[src/clock_gen_pkg.sv]
//==========================================================================
// Functional notes
// - reset runs from internal oscillator; software picks external
// - base mode: free vco divided by k
// - prescaler mode: oscillator divided by p times k
// - pll mode: oscillator times n over p times k
// - p fixed at one; n, k programmable
// - report oscillator loss and pll loss of lock
// - all clocks from system clock; cpu, peripheral 24
// - flash gets 48 and 24 mhz clocks
// - divided clock output on one of two pins
// - toggle latch halves clock output, 50 percent duty
// - idle stops cpu clock, peripherals keep running
// - slow-down divides cpu and peripherals by common factor
// - power-down switches off oscillator and pll
// - reset enters active; power modes only by software
// - software stops each peripheral clock separately
// - power-down exits by wake-up reset, ram kept
package clock_gen_pkg;

  //==========================================================================
  // register map (index on the address port)
  localparam int unsigned ADDR_W       = 3;
  localparam int unsigned DATA_W       = 8;
  localparam logic [2:0]  REG_CTRL     = 3'h0;
  localparam logic [2:0]  REG_FB_DIV   = 3'h1;
  localparam logic [2:0]  REG_OUT_DIV  = 3'h2;
  localparam logic [2:0]  REG_CLKCON   = 3'h3;
  localparam logic [2:0]  REG_PMODE    = 3'h4;
  localparam logic [2:0]  REG_STOP     = 3'h5;
  localparam logic [2:0]  REG_STATUS   = 3'h6;

  // control register fields
  localparam int unsigned CTRL_EXT     = 0;
  localparam int unsigned CTRL_VCOBYP  = 1;
  localparam int unsigned CTRL_OSCDIS  = 2;
  localparam int unsigned CTRL_FAST48  = 3;
  localparam int unsigned CTRL_TOGGLE  = 4;
  localparam int unsigned CTRL_PINSEL  = 5;

  // status register fields
  localparam int unsigned ST_OSC_OK    = 0;
  localparam int unsigned ST_LOCKED    = 1;
  localparam int unsigned ST_OSC_FAIL  = 2;
  localparam int unsigned ST_LOCK_LOST = 3;
  localparam int unsigned ST_MODE_LSB  = 4;

  // reset values: internal oscillator, n 20, k 2 gives 96 mhz
  localparam logic [7:0]  CTRL_RST     = 8'h00;
  localparam logic [5:0]  FB_DIV_RST   = 6'h14;
  localparam logic [3:0]  OUT_DIV_RST  = 4'h2;
  localparam logic [7:0]  CLKCON_RST   = 8'h00;
  localparam logic [7:0]  STOP_RST     = 8'h00;
  localparam logic [5:0]  P_FACTOR     = 6'h01;

  // fixed ratios below the system clock (divide by value plus one)
  localparam logic [7:0]  DIV_FLASH2X  = 8'h01;
  localparam logic [7:0]  DIV_CPU      = 8'h03;
  localparam int unsigned NUM_PERIPH   = 8;

  // phase accumulators for on-chip sources, step per 8 ns cycle
  localparam int unsigned CLK_MHZ10    = 1250;
  localparam logic [10:0] INT_OSC_STEP = 11'h060;
  localparam logic [10:0] VCO_BASE_STEP = 11'h190;
  localparam logic [10:0] PHASE_MOD    = 11'h4E2;

  // supervision times
  localparam int unsigned CLK_PERIOD_NS = 8;
  localparam int unsigned OSC_TIMEOUT_NS = 1000;
  localparam int unsigned LOCK_TIME_NS  = 2000;
  localparam int unsigned OSC_TIMEOUT_CYC =
    OSC_TIMEOUT_NS / CLK_PERIOD_NS;
  localparam int unsigned LOCK_CYC =
    (LOCK_TIME_NS + CLK_PERIOD_NS - 1) / CLK_PERIOD_NS;

  typedef enum logic [1:0] {
    PM_ACTIVE,
    PM_IDLE,
    PM_SLOW,
    PM_PDOWN
  } pmode_t;

endpackage

[src/clock_gen_unit.sv]
// Implementation choices: the plain strobed port and the address map.
`timescale 1ns/100ps
//==========================================================================
// clock generation and power-mode control; every derived clock is a
// one-cycle enable pulse on clk, except the toggled level on the clock output pin
module clock_gen_unit (
  input  wire logic                      clk,
  input  wire logic                      reset_n,
  input  wire logic [clock_gen_pkg::ADDR_W-1:0] reg_addr,
  input  wire logic [clock_gen_pkg::DATA_W-1:0] reg_wdata,
  input  wire logic                      reg_wr,
  input  wire logic                      reg_rd,
  output logic [clock_gen_pkg::DATA_W-1:0] reg_rdata,
  input  wire logic                      ext_osc_in,
  input  wire logic                      wake_pin,
  input  wire logic                      idle_exit,
  output logic                           sys_clk_en,
  output logic                           cpu_clk,
  output logic                           fast_clk,
  output logic                           flash_fast_clk,
  output logic                           flash_cpu_clk,
  output logic [clock_gen_pkg::NUM_PERIPH-1:0] periph_clk_en,
  output logic                           clock_output_pin_p0_out,
  output logic                           clock_output_pin_p0_oe,
  output logic                           clock_output_pin_p7_out,
  output logic                           clock_output_pin_p7_oe,
  output logic                           osc_enable,
  output logic                           pll_enable,
  output logic                           osc_fail_flag,
  output logic                           lock_lost_flag,
  output logic                           wake_reset_req,
  output logic                           ram_retain
);
  import clock_gen_pkg::*;

  //==========================================================================
  // software registers
  logic [7:0] ctrl_q;
  logic [5:0] fb_div_q;
  logic [3:0] out_div_q;
  logic [7:0] clkcon_q;
  logic [7:0] stop_q;
  pmode_t     mode_q;
  logic       osc_ok_q;
  logic       locked_q;

  function automatic logic wr_hit(input logic [2:0] idx);
    wr_hit = reg_wr && (reg_addr == idx);
  endfunction

  // configuration writes; modes are handled with the mode machine
  always_ff @(posedge clk) begin
    if (!reset_n) begin
      ctrl_q   <= CTRL_RST;
      fb_div_q  <= FB_DIV_RST;
      out_div_q <= OUT_DIV_RST;
      clkcon_q <= CLKCON_RST;
      stop_q   <= STOP_RST;
    end else begin
      if (wr_hit(REG_CTRL))   ctrl_q   <= reg_wdata;
      if (wr_hit(REG_FB_DIV))  fb_div_q <= reg_wdata[5:0];
      if (wr_hit(REG_OUT_DIV)) out_div_q <= reg_wdata[3:0];
      if (wr_hit(REG_CLKCON)) clkcon_q <= reg_wdata;
      if (wr_hit(REG_STOP))   stop_q   <= reg_wdata;
    end
  end

  //==========================================================================
  // power-mode machine
  logic wake_s;
  logic wake_d1_q;

  sync2 u_wake_sync (
    .clk     (clk),
    .reset_n (reset_n),
    .d       (wake_pin),
    .q       (wake_s)
  );

  always_ff @(posedge clk) begin
    if (!reset_n) begin
      wake_d1_q <= 1'b0;
    end else begin
      wake_d1_q <= wake_s;
    end
  end

  // leaving power-down is only by the wake-up reset the system issues
  always_ff @(posedge clk) begin
    if (!reset_n) begin
      mode_q <= PM_ACTIVE;
    end else begin
      case (mode_q)
        PM_ACTIVE: begin
          if (wr_hit(REG_PMODE)) begin
            case (reg_wdata[1:0])
              2'h1:    mode_q <= PM_IDLE;
              2'h2:    mode_q <= PM_SLOW;
              2'h3:    mode_q <= PM_PDOWN;
              default: mode_q <= PM_ACTIVE;
            endcase
          end
        end
        PM_IDLE: begin
          if (idle_exit) mode_q <= PM_ACTIVE;
        end
        PM_SLOW: begin
          if (wr_hit(REG_PMODE) && reg_wdata[1:0] == 2'h0) begin
            mode_q <= PM_ACTIVE;
          end
        end
        PM_PDOWN: mode_q <= PM_PDOWN;
        default:  mode_q <= PM_ACTIVE;
      endcase
    end
  end

  // wake request holds until the reset it asks for arrives
  always_ff @(posedge clk) begin
    if (!reset_n) begin
      wake_reset_req <= 1'b0;
      ram_retain     <= 1'b0;
      osc_enable     <= 1'b1;
      pll_enable     <= 1'b1;
    end else begin
      if (mode_q == PM_PDOWN && wake_s && !wake_d1_q) begin
        wake_reset_req <= 1'b1;
        ram_retain     <= 1'b1;
      end
      osc_enable <= (mode_q != PM_PDOWN);
      pll_enable <= (mode_q != PM_PDOWN);
    end
  end

  //==========================================================================
  // oscillator sources
  logic        ext_s;
  logic        ext_d1_q;
  logic        ext_tick;
  logic [10:0] int_phase_q;
  logic [10:0] vco_phase_q;
  logic        int_tick_q;
  logic        vco_tick_q;
  logic        run;

  assign run = (mode_q != PM_PDOWN);

  sync2 u_ext_sync (
    .clk     (clk),
    .reset_n (reset_n),
    .d       (ext_osc_in),
    .q       (ext_s)
  );

  // on-chip oscillator and free-running vco as phase accumulators
  always_ff @(posedge clk) begin
    if (!reset_n) begin
      ext_d1_q    <= 1'b0;
      int_phase_q <= 11'h000;
      vco_phase_q <= 11'h000;
      int_tick_q  <= 1'b0;
      vco_tick_q  <= 1'b0;
    end else begin
      ext_d1_q   <= ext_s;
      int_tick_q <= 1'b0;
      vco_tick_q <= 1'b0;
      if (run) begin
        if (int_phase_q + INT_OSC_STEP >= PHASE_MOD) begin
          int_phase_q <= int_phase_q + INT_OSC_STEP - PHASE_MOD;
          int_tick_q  <= 1'b1;
        end else begin
          int_phase_q <= int_phase_q + INT_OSC_STEP;
        end
        if (vco_phase_q + VCO_BASE_STEP >= PHASE_MOD) begin
          vco_phase_q <= vco_phase_q + VCO_BASE_STEP - PHASE_MOD;
          vco_tick_q  <= 1'b1;
        end else begin
          vco_phase_q <= vco_phase_q + VCO_BASE_STEP;
        end
      end
    end
  end

  assign ext_tick = ext_s && !ext_d1_q && run;

  //==========================================================================
  // system clock: credits added per source tick, spent k at a time
  logic       ext_sel_q;
  logic       vcobyp_q;
  logic       oscdis_q;
  logic [5:0] n_act_q;
  logic [3:0] k_act_q;
  logic [9:0] credit_q;
  logic [9:0] k_cost;
  logic [9:0] add;
  logic       osc_tick;
  logic       spend;

  assign osc_tick = ext_sel_q ? ext_tick : int_tick_q;
  assign k_cost   = {4'h0, P_FACTOR} *
                    {6'h00, (k_act_q == 4'h0) ? 4'h1 : k_act_q};
  assign spend    = (credit_q >= k_cost);

  always_comb begin
    add = 10'h000;
    if (oscdis_q) begin
      add = {9'h000, vco_tick_q};
    end else if (vcobyp_q) begin
      add = {9'h000, osc_tick};
    end else if (osc_tick) begin
      add = {4'h0, n_act_q};
    end
  end

  // settings switch over only with no credit pending
  always_ff @(posedge clk) begin
    if (!reset_n) begin
      ext_sel_q  <= CTRL_RST[CTRL_EXT];
      vcobyp_q   <= CTRL_RST[CTRL_VCOBYP];
      oscdis_q   <= CTRL_RST[CTRL_OSCDIS];
      n_act_q    <= FB_DIV_RST;
      k_act_q    <= OUT_DIV_RST;
      credit_q   <= 10'h000;
      sys_clk_en <= 1'b0;
    end else begin
      sys_clk_en <= spend;
      if (!spend && add == 10'h000 && credit_q == 10'h000) begin
        ext_sel_q <= ctrl_q[CTRL_EXT];
        vcobyp_q  <= ctrl_q[CTRL_VCOBYP];
        oscdis_q  <= ctrl_q[CTRL_OSCDIS];
        n_act_q   <= fb_div_q;
        k_act_q   <= out_div_q;
      end
      credit_q <= credit_q + add - (spend ? k_cost : 10'h000);
    end
  end

  //==========================================================================
  // oscillator watch and lock detection
  logic [15:0] osc_idle_q;
  logic [15:0] lock_cnt_q;
  logic        pll_mode;

  assign pll_mode = !oscdis_q && !vcobyp_q;

  always_ff @(posedge clk) begin
    if (!reset_n) begin
      osc_idle_q <= 16'h0000;
      osc_ok_q   <= 1'b1;
    end else if (!run || osc_tick) begin
      osc_idle_q <= 16'h0000;
      osc_ok_q   <= 1'b1;
    end else if (osc_idle_q >= 16'(OSC_TIMEOUT_CYC)) begin
      osc_ok_q   <= 1'b0;
    end else begin
      osc_idle_q <= osc_idle_q + 16'h0001;
    end
  end

  always_ff @(posedge clk) begin
    if (!reset_n) begin
      lock_cnt_q <= 16'h0000;
      locked_q   <= 1'b0;
    end else if (!pll_mode || !osc_ok_q || !run ||
                 n_act_q != fb_div_q) begin
      lock_cnt_q <= 16'h0000;
      locked_q   <= 1'b0;
    end else if (lock_cnt_q >= 16'(LOCK_CYC)) begin
      locked_q   <= 1'b1;
    end else begin
      lock_cnt_q <= lock_cnt_q + 16'h0001;
    end
  end

  // sticky failures; a new event wins over a write-one clear
  always_ff @(posedge clk) begin
    if (!reset_n) begin
      osc_fail_flag  <= 1'b0;
      lock_lost_flag <= 1'b0;
    end else begin
      if (osc_ok_q && osc_idle_q >= 16'(OSC_TIMEOUT_CYC) && run) begin
        osc_fail_flag <= 1'b1;
      end else if (wr_hit(REG_STATUS) && reg_wdata[ST_OSC_FAIL]) begin
        osc_fail_flag <= 1'b0;
      end
      if (locked_q && pll_mode && run && !osc_ok_q) begin
        lock_lost_flag <= 1'b1;
      end else if (wr_hit(REG_STATUS) && reg_wdata[ST_LOCK_LOST]) begin
        lock_lost_flag <= 1'b0;
      end
    end
  end

  //==========================================================================
  // derived clocks
  logic       flash2x_tick;
  logic       cpu_base_tick;
  logic       slow_tick;
  logic       core_tick;
  logic [7:0] slow_ratio;

  tick_divider u_div_flash2x (
    .clk      (clk),
    .reset_n  (reset_n),
    .tick_in  (sys_clk_en),
    .ratio    (DIV_FLASH2X),
    .tick_out (flash2x_tick)
  );

  tick_divider u_div_cpu (
    .clk      (clk),
    .reset_n  (reset_n),
    .tick_in  (sys_clk_en),
    .ratio    (DIV_CPU),
    .tick_out (cpu_base_tick)
  );

  // slow-down applies one common factor to cpu and peripherals
  assign slow_ratio = (mode_q == PM_SLOW) ?
                      {4'h0, clkcon_q[7:4]} : 8'h00;

  tick_divider u_div_slow (
    .clk      (clk),
    .reset_n  (reset_n),
    .tick_in  (cpu_base_tick),
    .ratio    (slow_ratio),
    .tick_out (slow_tick)
  );

  assign core_tick = slow_tick;

  // flash keeps its rates in idle and slow-down; cpu stops in idle and power-down
  always_ff @(posedge clk) begin
    if (!reset_n) begin
      cpu_clk        <= 1'b0;
      fast_clk       <= 1'b0;
      flash_fast_clk <= 1'b0;
      flash_cpu_clk  <= 1'b0;
    end else begin
      cpu_clk        <= core_tick && (mode_q == PM_ACTIVE ||
                                      mode_q == PM_SLOW);
      fast_clk       <= ctrl_q[CTRL_FAST48] ? flash2x_tick
                                             : cpu_base_tick;
      flash_fast_clk <= flash2x_tick;
      flash_cpu_clk  <= cpu_base_tick;
    end
  end

  // each peripheral enable is gated by its own stop bit
  genvar gi;
  generate
    for (gi = 0; gi < NUM_PERIPH; gi++) begin : g_periph
      always_ff @(posedge clk) begin
        if (!reset_n) begin
          periph_clk_en[gi] <= 1'b0;
        end else begin
          periph_clk_en[gi] <= core_tick && !stop_q[gi];
        end
      end
    end
  endgenerate

  //==========================================================================
  // clock output pin
  logic clock_output_pin_tick;
  logic toggle_q;
  logic clock_output_pin_lvl;

  tick_divider u_div_clock_output_pin (
    .clk      (clk),
    .reset_n  (reset_n),
    .tick_in  (sys_clk_en),
    .ratio    ({4'h0, clkcon_q[3:0]}),
    .tick_out (clock_output_pin_tick)
  );

  // the toggle latch gives equal high and low time
  always_ff @(posedge clk) begin
    if (!reset_n) begin
      toggle_q <= 1'b0;
    end else if (clock_output_pin_tick) begin
      toggle_q <= !toggle_q;
    end
  end

  assign clock_output_pin_lvl = ctrl_q[CTRL_TOGGLE] ? toggle_q : clock_output_pin_tick;

  always_ff @(posedge clk) begin
    if (!reset_n) begin
      clock_output_pin_p0_out <= 1'b0;
      clock_output_pin_p0_oe  <= 1'b0;
      clock_output_pin_p7_out <= 1'b0;
      clock_output_pin_p7_oe  <= 1'b0;
    end else begin
      clock_output_pin_p0_out <= clock_output_pin_lvl && !ctrl_q[CTRL_PINSEL];
      clock_output_pin_p0_oe  <= !ctrl_q[CTRL_PINSEL];
      clock_output_pin_p7_out <= clock_output_pin_lvl && ctrl_q[CTRL_PINSEL];
      clock_output_pin_p7_oe  <= ctrl_q[CTRL_PINSEL];
    end
  end

  //==========================================================================
  // read port, data in the cycle after the strobe; unmapped reads zero
  always_ff @(posedge clk) begin
    if (!reset_n) begin
      reg_rdata <= 8'h00;
    end else if (reg_rd) begin
      case (reg_addr)
        REG_CTRL:   reg_rdata <= ctrl_q;
        REG_FB_DIV:  reg_rdata <= {2'h0, fb_div_q};
        REG_OUT_DIV: reg_rdata <= {4'h0, out_div_q};
        REG_CLKCON: reg_rdata <= clkcon_q;
        REG_PMODE:  reg_rdata <= {6'h00, mode_q};
        REG_STOP:   reg_rdata <= stop_q;
        REG_STATUS: reg_rdata <= {2'h0, mode_q, lock_lost_flag,
                                  osc_fail_flag, locked_q, osc_ok_q};
        default:    reg_rdata <= 8'h00;
      endcase
    end else begin
      reg_rdata <= 8'h00;
    end
  end
endmodule

[src/sync2.sv]
`timescale 1ns/100ps
//==========================================================================
// two flip-flop synchroniser for a level from outside the clock domain
module sync2 (
  input  wire logic clk,
  input  wire logic reset_n,
  input  wire logic d,
  output logic      q
);
  logic meta_q;

  // only the second stage is read by anything else
  always_ff @(posedge clk) begin
    if (!reset_n) begin
      meta_q <= 1'b0;
      q      <= 1'b0;
    end else begin
      meta_q <= d;
      q      <= meta_q;
    end
  end
endmodule

[src/tick_divider.sv]
`timescale 1ns/100ps
//==========================================================================
// divides a tick stream by ratio plus one; the ratio is reloaded only
// at the wrap so a change never shortens a period
module tick_divider (
  input  wire logic       clk,
  input  wire logic       reset_n,
  input  wire logic       tick_in,
  input  wire logic [7:0] ratio,
  output logic            tick_out
);
  logic [7:0] cnt_q;

  always_ff @(posedge clk) begin
    if (!reset_n) begin
      cnt_q    <= 8'h00;
      tick_out <= 1'b0;
    end else begin
      tick_out <= tick_in && (cnt_q == 8'h00);
      if (tick_in) begin
        cnt_q <= (cnt_q == 8'h00) ? ratio : cnt_q - 8'h01;
      end
    end
  end
endmodule
[config.mk]
export PLATFORM = sky130hd
export DESIGN_NAME = clock_gen_unit
export DESIGN_NICKNAME = d
export VERILOG_FILES = /design/src/clock_gen_pkg.sv /design/src/clock_gen_unit.sv /design/src/sync2.sv /design/src/tick_divider.sv
export SDC_FILE = /design/constraint.sdc
export NUM_CORES = 1
export LEC_CHECK = 0
export ABC_AREA = 1
export BUFFER_PORTS_ARGS = -buffer_cell sky130_fd_sc_hd__buf_2
export CAP_MARGIN = 5
export CORE_MARGIN = 5
export CORE_UTILIZATION = 60
export DETAILED_ROUTE_END_ITERATION = 16
export PLACE_DENSITY_LB_ADDON = 0.2
export SLEW_MARGIN = 20
export SYNTH_ARGS = -nofsm -noshare
export SYNTH_HDL_FRONTEND = slang
export SYNTH_SLANG_ARGS = --single-unit
[constraint.sdc]
create_clock -name clk -period 4.71 [get_ports clk]
set_input_delay 0 -clock clk [delete_from_list [all_inputs] [get_ports clk]]
set_output_delay 0 -clock clk [all_outputs]
set_load 0.005 [all_outputs]
After elaboration in Yosys (flattened, before gate mapping):

Cells that the tools add are included.

* output and inout port bits: 31
* input bits: 18
* bits in registers: 189

* bitwise gates (word level): 1
* $add $sub $neg: 12
* eq/ne operators: 17
* reductions and logical operators: 77
* magnitude comparators: 5
* multiplexer cells: 27

Operators with widths (count)
* 8-bit case mux with 7 select lines: 1
* 1-bit logical AND: 37
* 16-bit by 1-bit adder with 16-bit output, second input constant: 2
* 8-bit zero test: 4
* 8-bit two-way mux: 4
* 8-bit by 1-bit subtractor with 8-bit output, second input constant: 4
* 11-bit >= comparator, second input constant: 2
* 11-bit two-way mux: 2
* 11-bit subtractor, second input constant: 2
* 10-bit zero test: 2
* 1-bit zero test: 18
* 6-bit two-way mux: 3
* 16-bit by 7-bit >= comparator with 1-bit output, second input constant: 1
* 16-bit by 8-bit >= comparator with 1-bit output, second input constant: 1
* 4-bit two-way mux: 3
* 11-bit by 7-bit adder with 11-bit output, second input constant: 1
* 11-bit by 9-bit adder with 11-bit output, second input constant: 1
* 10-bit adder: 1
* 10-bit by 4-bit >= comparator with 1-bit output: 1
* 10-bit by 4-bit subtractor with 10-bit output: 1
* 3-bit equality test, second input constant: 3
* 1-bit two-way mux: 9
* 2-bit equality test, second input constant: 4
* 2-bit inequality test, second input constant: 4
* 16 further kinds: 28

Logic depth before layout (Yosys ltp):

* depth after elaboration: 10
* depth in mapped cells: 23
* mapped depth without buffers: 23

Hierarchy:

Synthesis repeated with hierarchy kept, for this count alone.

* cells, all modules: 1372
* area total of the unflattened synthesis: 9841.9 um2

Modules (own cells, without submodules)
* clock_gen_unit: cells an instance 976, area an instance 7219.4 um2, sequential area each 2942.8 um2, times used 1
* tick_divider: cells an instance 96, area an instance 628.1 um2, sequential area each 180.2 um2, times used 4
* sync2: cells an instance 6, area an instance 55.1 um2, sequential area each 40.0 um2, times used 2

Worst setup path after synthesis:

No wires, ideal clock.

* path type: flip-flop to flip-flop
* from: register k_act_q[3]
* to: register credit_q[6]
* stages on the path, launching flop included: 19
* required time: 4.590 ns
* setup time: 0.120 ns
* path buffers: 0
* period minus slack after synthesis: 2.905 ns
* arrival: 2.785 ns
* setup slack: 1.805 ns
* path through: dfxtp_1 -> inv_1 -> ha_1 -> nand2_1 -> nor3_1 -> o21ai_0 -> nand3_1 -> inv_1 -> nor2_1 -> fa_1 -> fa_1 -> inv_1 -> nand3_1 -> nand2_1 -> nand2_1 -> nand2_1 -> a21oi_1 -> o21ai_0 -> a21oi_1

* cells in the longest elaborated chain, start to end: 5

Ends and longest elaborated chain
* start: declaration: RTL line clock_gen_unit.sv:192 `logic [3:0] k_act_q;`
* start signal: assignment: RTL line clock_gen_unit.sv:232 `k_act_q <= out_div_q;`
* 4-bit zero test: RTL line clock_gen_unit.sv:201 `{6'h00, (k_act_q == 4'h0) ? 4'h1 : k_act_q};`
* 4-bit two-way mux (*): RTL line clock_gen_unit.sv:201
* 10-bit by 4-bit >= comparator with 1-bit output: RTL line clock_gen_unit.sv:202 `assign spend = (credit_q >= k_cost);`
* 4-bit two-way mux (*): RTL line clock_gen_unit.sv:234 `credit_q <= credit_q + add - (spend ? k_cost : 10'h000);`
* 10-bit by 4-bit subtractor with 10-bit output (*): RTL line clock_gen_unit.sv:234
* end signal: assignment: RTL line clock_gen_unit.sv:234
* end: declaration: RTL line clock_gen_unit.sv:193 `logic [9:0] credit_q;`

Every way passes the cells marked *; elsewhere a longest branch is shown, timed or not.
A chain may end at the register's enable or synchronous reset.

Worst setup path after layout:

* from: register k_act_q[1]
* to: register credit_q[6]

The elaborated chain is that of the path after synthesis.

==> out/metrics.csv <==
metric;value;unit
drt-total-wl;19980;um
drive_gt1_share;8.962;%
hold_viol;0;
io_pins;49;
ant_nets;0;
r2r_slack;1.50;ns
post-cts-setup-buffers;0;
via_per_inst;5.295;
grt_max_degree;85;
coreArea;14530;um^2
start_kind;flip-flop;
cts_tree;built;
dr.pass1.iters;5;
syn_inst;1207;
layout.cells.non_filler;1456;
drv_slew;0;
clock_skew;0.005870;ns
ys_seq_area_share;41.98;%
cts-root-buf;clkbuf_16;
finalCritPeriodShare;68.25;%
ys.flop_type;dfxtp_1;
syn_avg_cell_area;7.388;um^2
slew_headroom;37.68;%
setup_tns;0;ns
arrival;3.53;ns
fin_nets;1322;
numClockSinks;187;
report.power.total;5504;uW
min_from;reg_rd;
synth-async-reset-ratio;0;%
post-route-min-period;3.215;ns
vdd_drop_max;0.0004289;V
setup.worst_path.class;reg -> reg;
htree_levels;4;
clkSlewWorstSetupHoldPaths;0.07;ns
syn_nets;1270;
netlist_area;8917;um^2
cp.required;5.03;ns
holdPathEnd;reg_rdata[5];
rsz0062_at_grt;false;
area_growth;12.01;%
timing.rr.start;k_act_q[1];
r2r_cells;20;
yosys_warnings;0;
post-place-ws;1.529;ns
setup_viol;0;
tightest_slew;0.9316;ns
r2r_end;credit_q[6];
power_density;551.0;nW/um^2
worstHoldPathType;in -> reg;
grt_overflow_total;0;
vias;7709;
hold_depth;3;
drt_iter0_markers;522;
wl_per_cell;13.72;um
grt_pass1_vias;7163;
die_y;131.9;um
worstSetupEndpointType;flip-flop;
portBuffers;48;
fillers;1230;
drc;0;
leakage;0.004544;uW
die_area;17400;um^2
cts_max_path_buffers;2;
max_freq;0.3111;GHz
diodes;0;
num_rows;44;
cts_buffers;17;
hpwl;14000;um
grt.total_usage;22.90;%
grt_pass1_wl;33510;um
yosysUniqueCellTypes;44;
gp_congestion;0.8852;
synth_edf_count;0;
status;finished, final reports clean;
antenna_found_initial;0;
fin_ws;1.495;ns
clock_latency;0.43;ns
ys_seq_elements;187;
place_inst;1409;
max_cap_violations;0;
dieWidth;131.9;um
crit_fanout;5;
start_util;61.36;%
[cells in the mapped netlist, types with 4 or more instances]
cell type  count  area (um^2)
a21oi_1       98        490.5
buf_2         10        50.05
clkbuf_1      16        60.06
dfxtp_1      187         3744
fa_1           4        80.08
ha_1          41        513.0
inv_1        196        735.7
inv_2         10        37.54
nand2_1      202        758.2
nand2_2        6        37.54
nand3_1       81        405.4
nand3_2        5        50.05
nand4_1       22        137.6
nor2_1       135        506.7
nor3_1        21        105.1
nor4_1         5        31.28
o211ai_1       9        67.56
o21ai_0       63        315.3
o21ai_1        7        35.03
o221ai_1       6        52.55
o22ai_1       14        87.58
xnor2_1       12        105.1
xor2_1        24        210.2
[cells by family (layout without fill, tap and decap cells)]
group                    after synthesis  after routing  synth area share, %
AO/OA/AOI/OAI                        211            211                13.05
XOR/XNOR                              37             37                3.718
adder cells (fa/ha/maj)               45             45                6.651
buffers and inverters                237            302                10.41
flip-flops                           187            187                41.98
multiplexers                           1              1               0.1123
AND/OR/NAND/NOR                      489            489                24.08
[state kept, by name, summed over array words and instances, names as in the netlist, 10 cells and up]
| register | flops |
|---|---|
| int_phase_q | 10 |
| vco_phase_q | 10 |
| lock_cnt_q | 16 |
| osc_idle_q | 16 |
| credit_q | 10 |
[area by class of cell]
cell class | count | area (um^2) | area share (%)
multi-input combinational | 783 | 4245 | 42.50
sequential | 187 | 3744 | 37.48
inverter | 206 | 773.2 | 7.741
clock buffer | 18 | 439.2 | 4.397
timing repair buffer | 64 | 397.9 | 3.983
tap | 184 | 230.2 | 2.305
clock inverter | 14 | 158.9 | 1.591
[cells in the final DEF, fill, tap and decap left out, drive strengths merged, types with 12 or more instances in the layout]
cell type and instances:
a21oi 99, buf 49, clkbuf 18, dfxtp 187
dlygate4sd3 15, ha 41, inv 212, nand2 209
nand3 88, nand4 22, nor2 140, nor3 21
o21ai 71, o22ai 14, xnor2 12, xor2 25
[worst max-delay path, cell delays in order (launching register included)]
cell and delay (ns):
dfxtp_1 0.33, inv_1 0.08, nand3_1 0.10, nand2_1 0.07
ha_1 0.27, nand2_1 0.05, nor2_1 0.09, nand4_1 0.08
nand3_1 0.16, inv_1 0.11, nor2_1 0.14, fa_1 0.48
fa_1 0.44, inv_1 0.10, nand3_1 0.07, nand2_1 0.14
nand2_1 0.08, nand2_1 0.06, a21oi_1 0.06, o21ai_0 0.15
a21oi_1 0.05
[metal layers]
layer  wire [um]  up-vias  part of all wire (%)  GRT usage, %
li1            -     3990                     -             -
met1        9240     3482                    46         30.20
met2        9466      212                    47         38.10
met3         996       25                   5.0         4.580
met4         276        0                   1.4         6.743
met5           0        -                     0             0
[where the power goes]
group          internal, uW  switching, uW  total [uW]
Combinational           732           1260        1990
Sequential             1840            216        2060
Clock                   808            647        1460
Total                  3380           2120        5500
[how the worst max path moves through the flow]
stage	depth (start not counted)	slack [ns]	startpoint	to
finish	20	1.50	k_act_q[1]	credit_q[6]
global route	20	1.13	k_act_q[1]	credit_q[6]
CTS	20	1.48	k_act_q[1]	credit_q[6]
detailed placement	20	1.53	k_act_q[1]	credit_q[6]
global placement	20	1.64	k_act_q[1]	credit_q[6]
floorplan	18	1.80	k_act_q[3]	credit_q[6]
[stage by stage]
| step | cell area (um^2) | hold slack, ns | utilization [%] |
|---|---|---|---|
| floorplan | 8917 | 0.09763 | - |
| global placement | 9240 | 0.1974 | 63.58 |
| detailed placement | 9240 | 0.1974 | 63.58 |
| CTS | 9988 | 0.003384 | 68.72 |
| global route | 9988 | 0.009458 | 68.72 |
| finish | 9988 | 0.01159 | 68.72 |
[timing repair]
action | in CTS | in global routing
endpoints found under the hold margin | 30 | 0
hold buffers | 15 | 0
resized for setup | 0 | 0
Power figures use the tool's default switching activity.
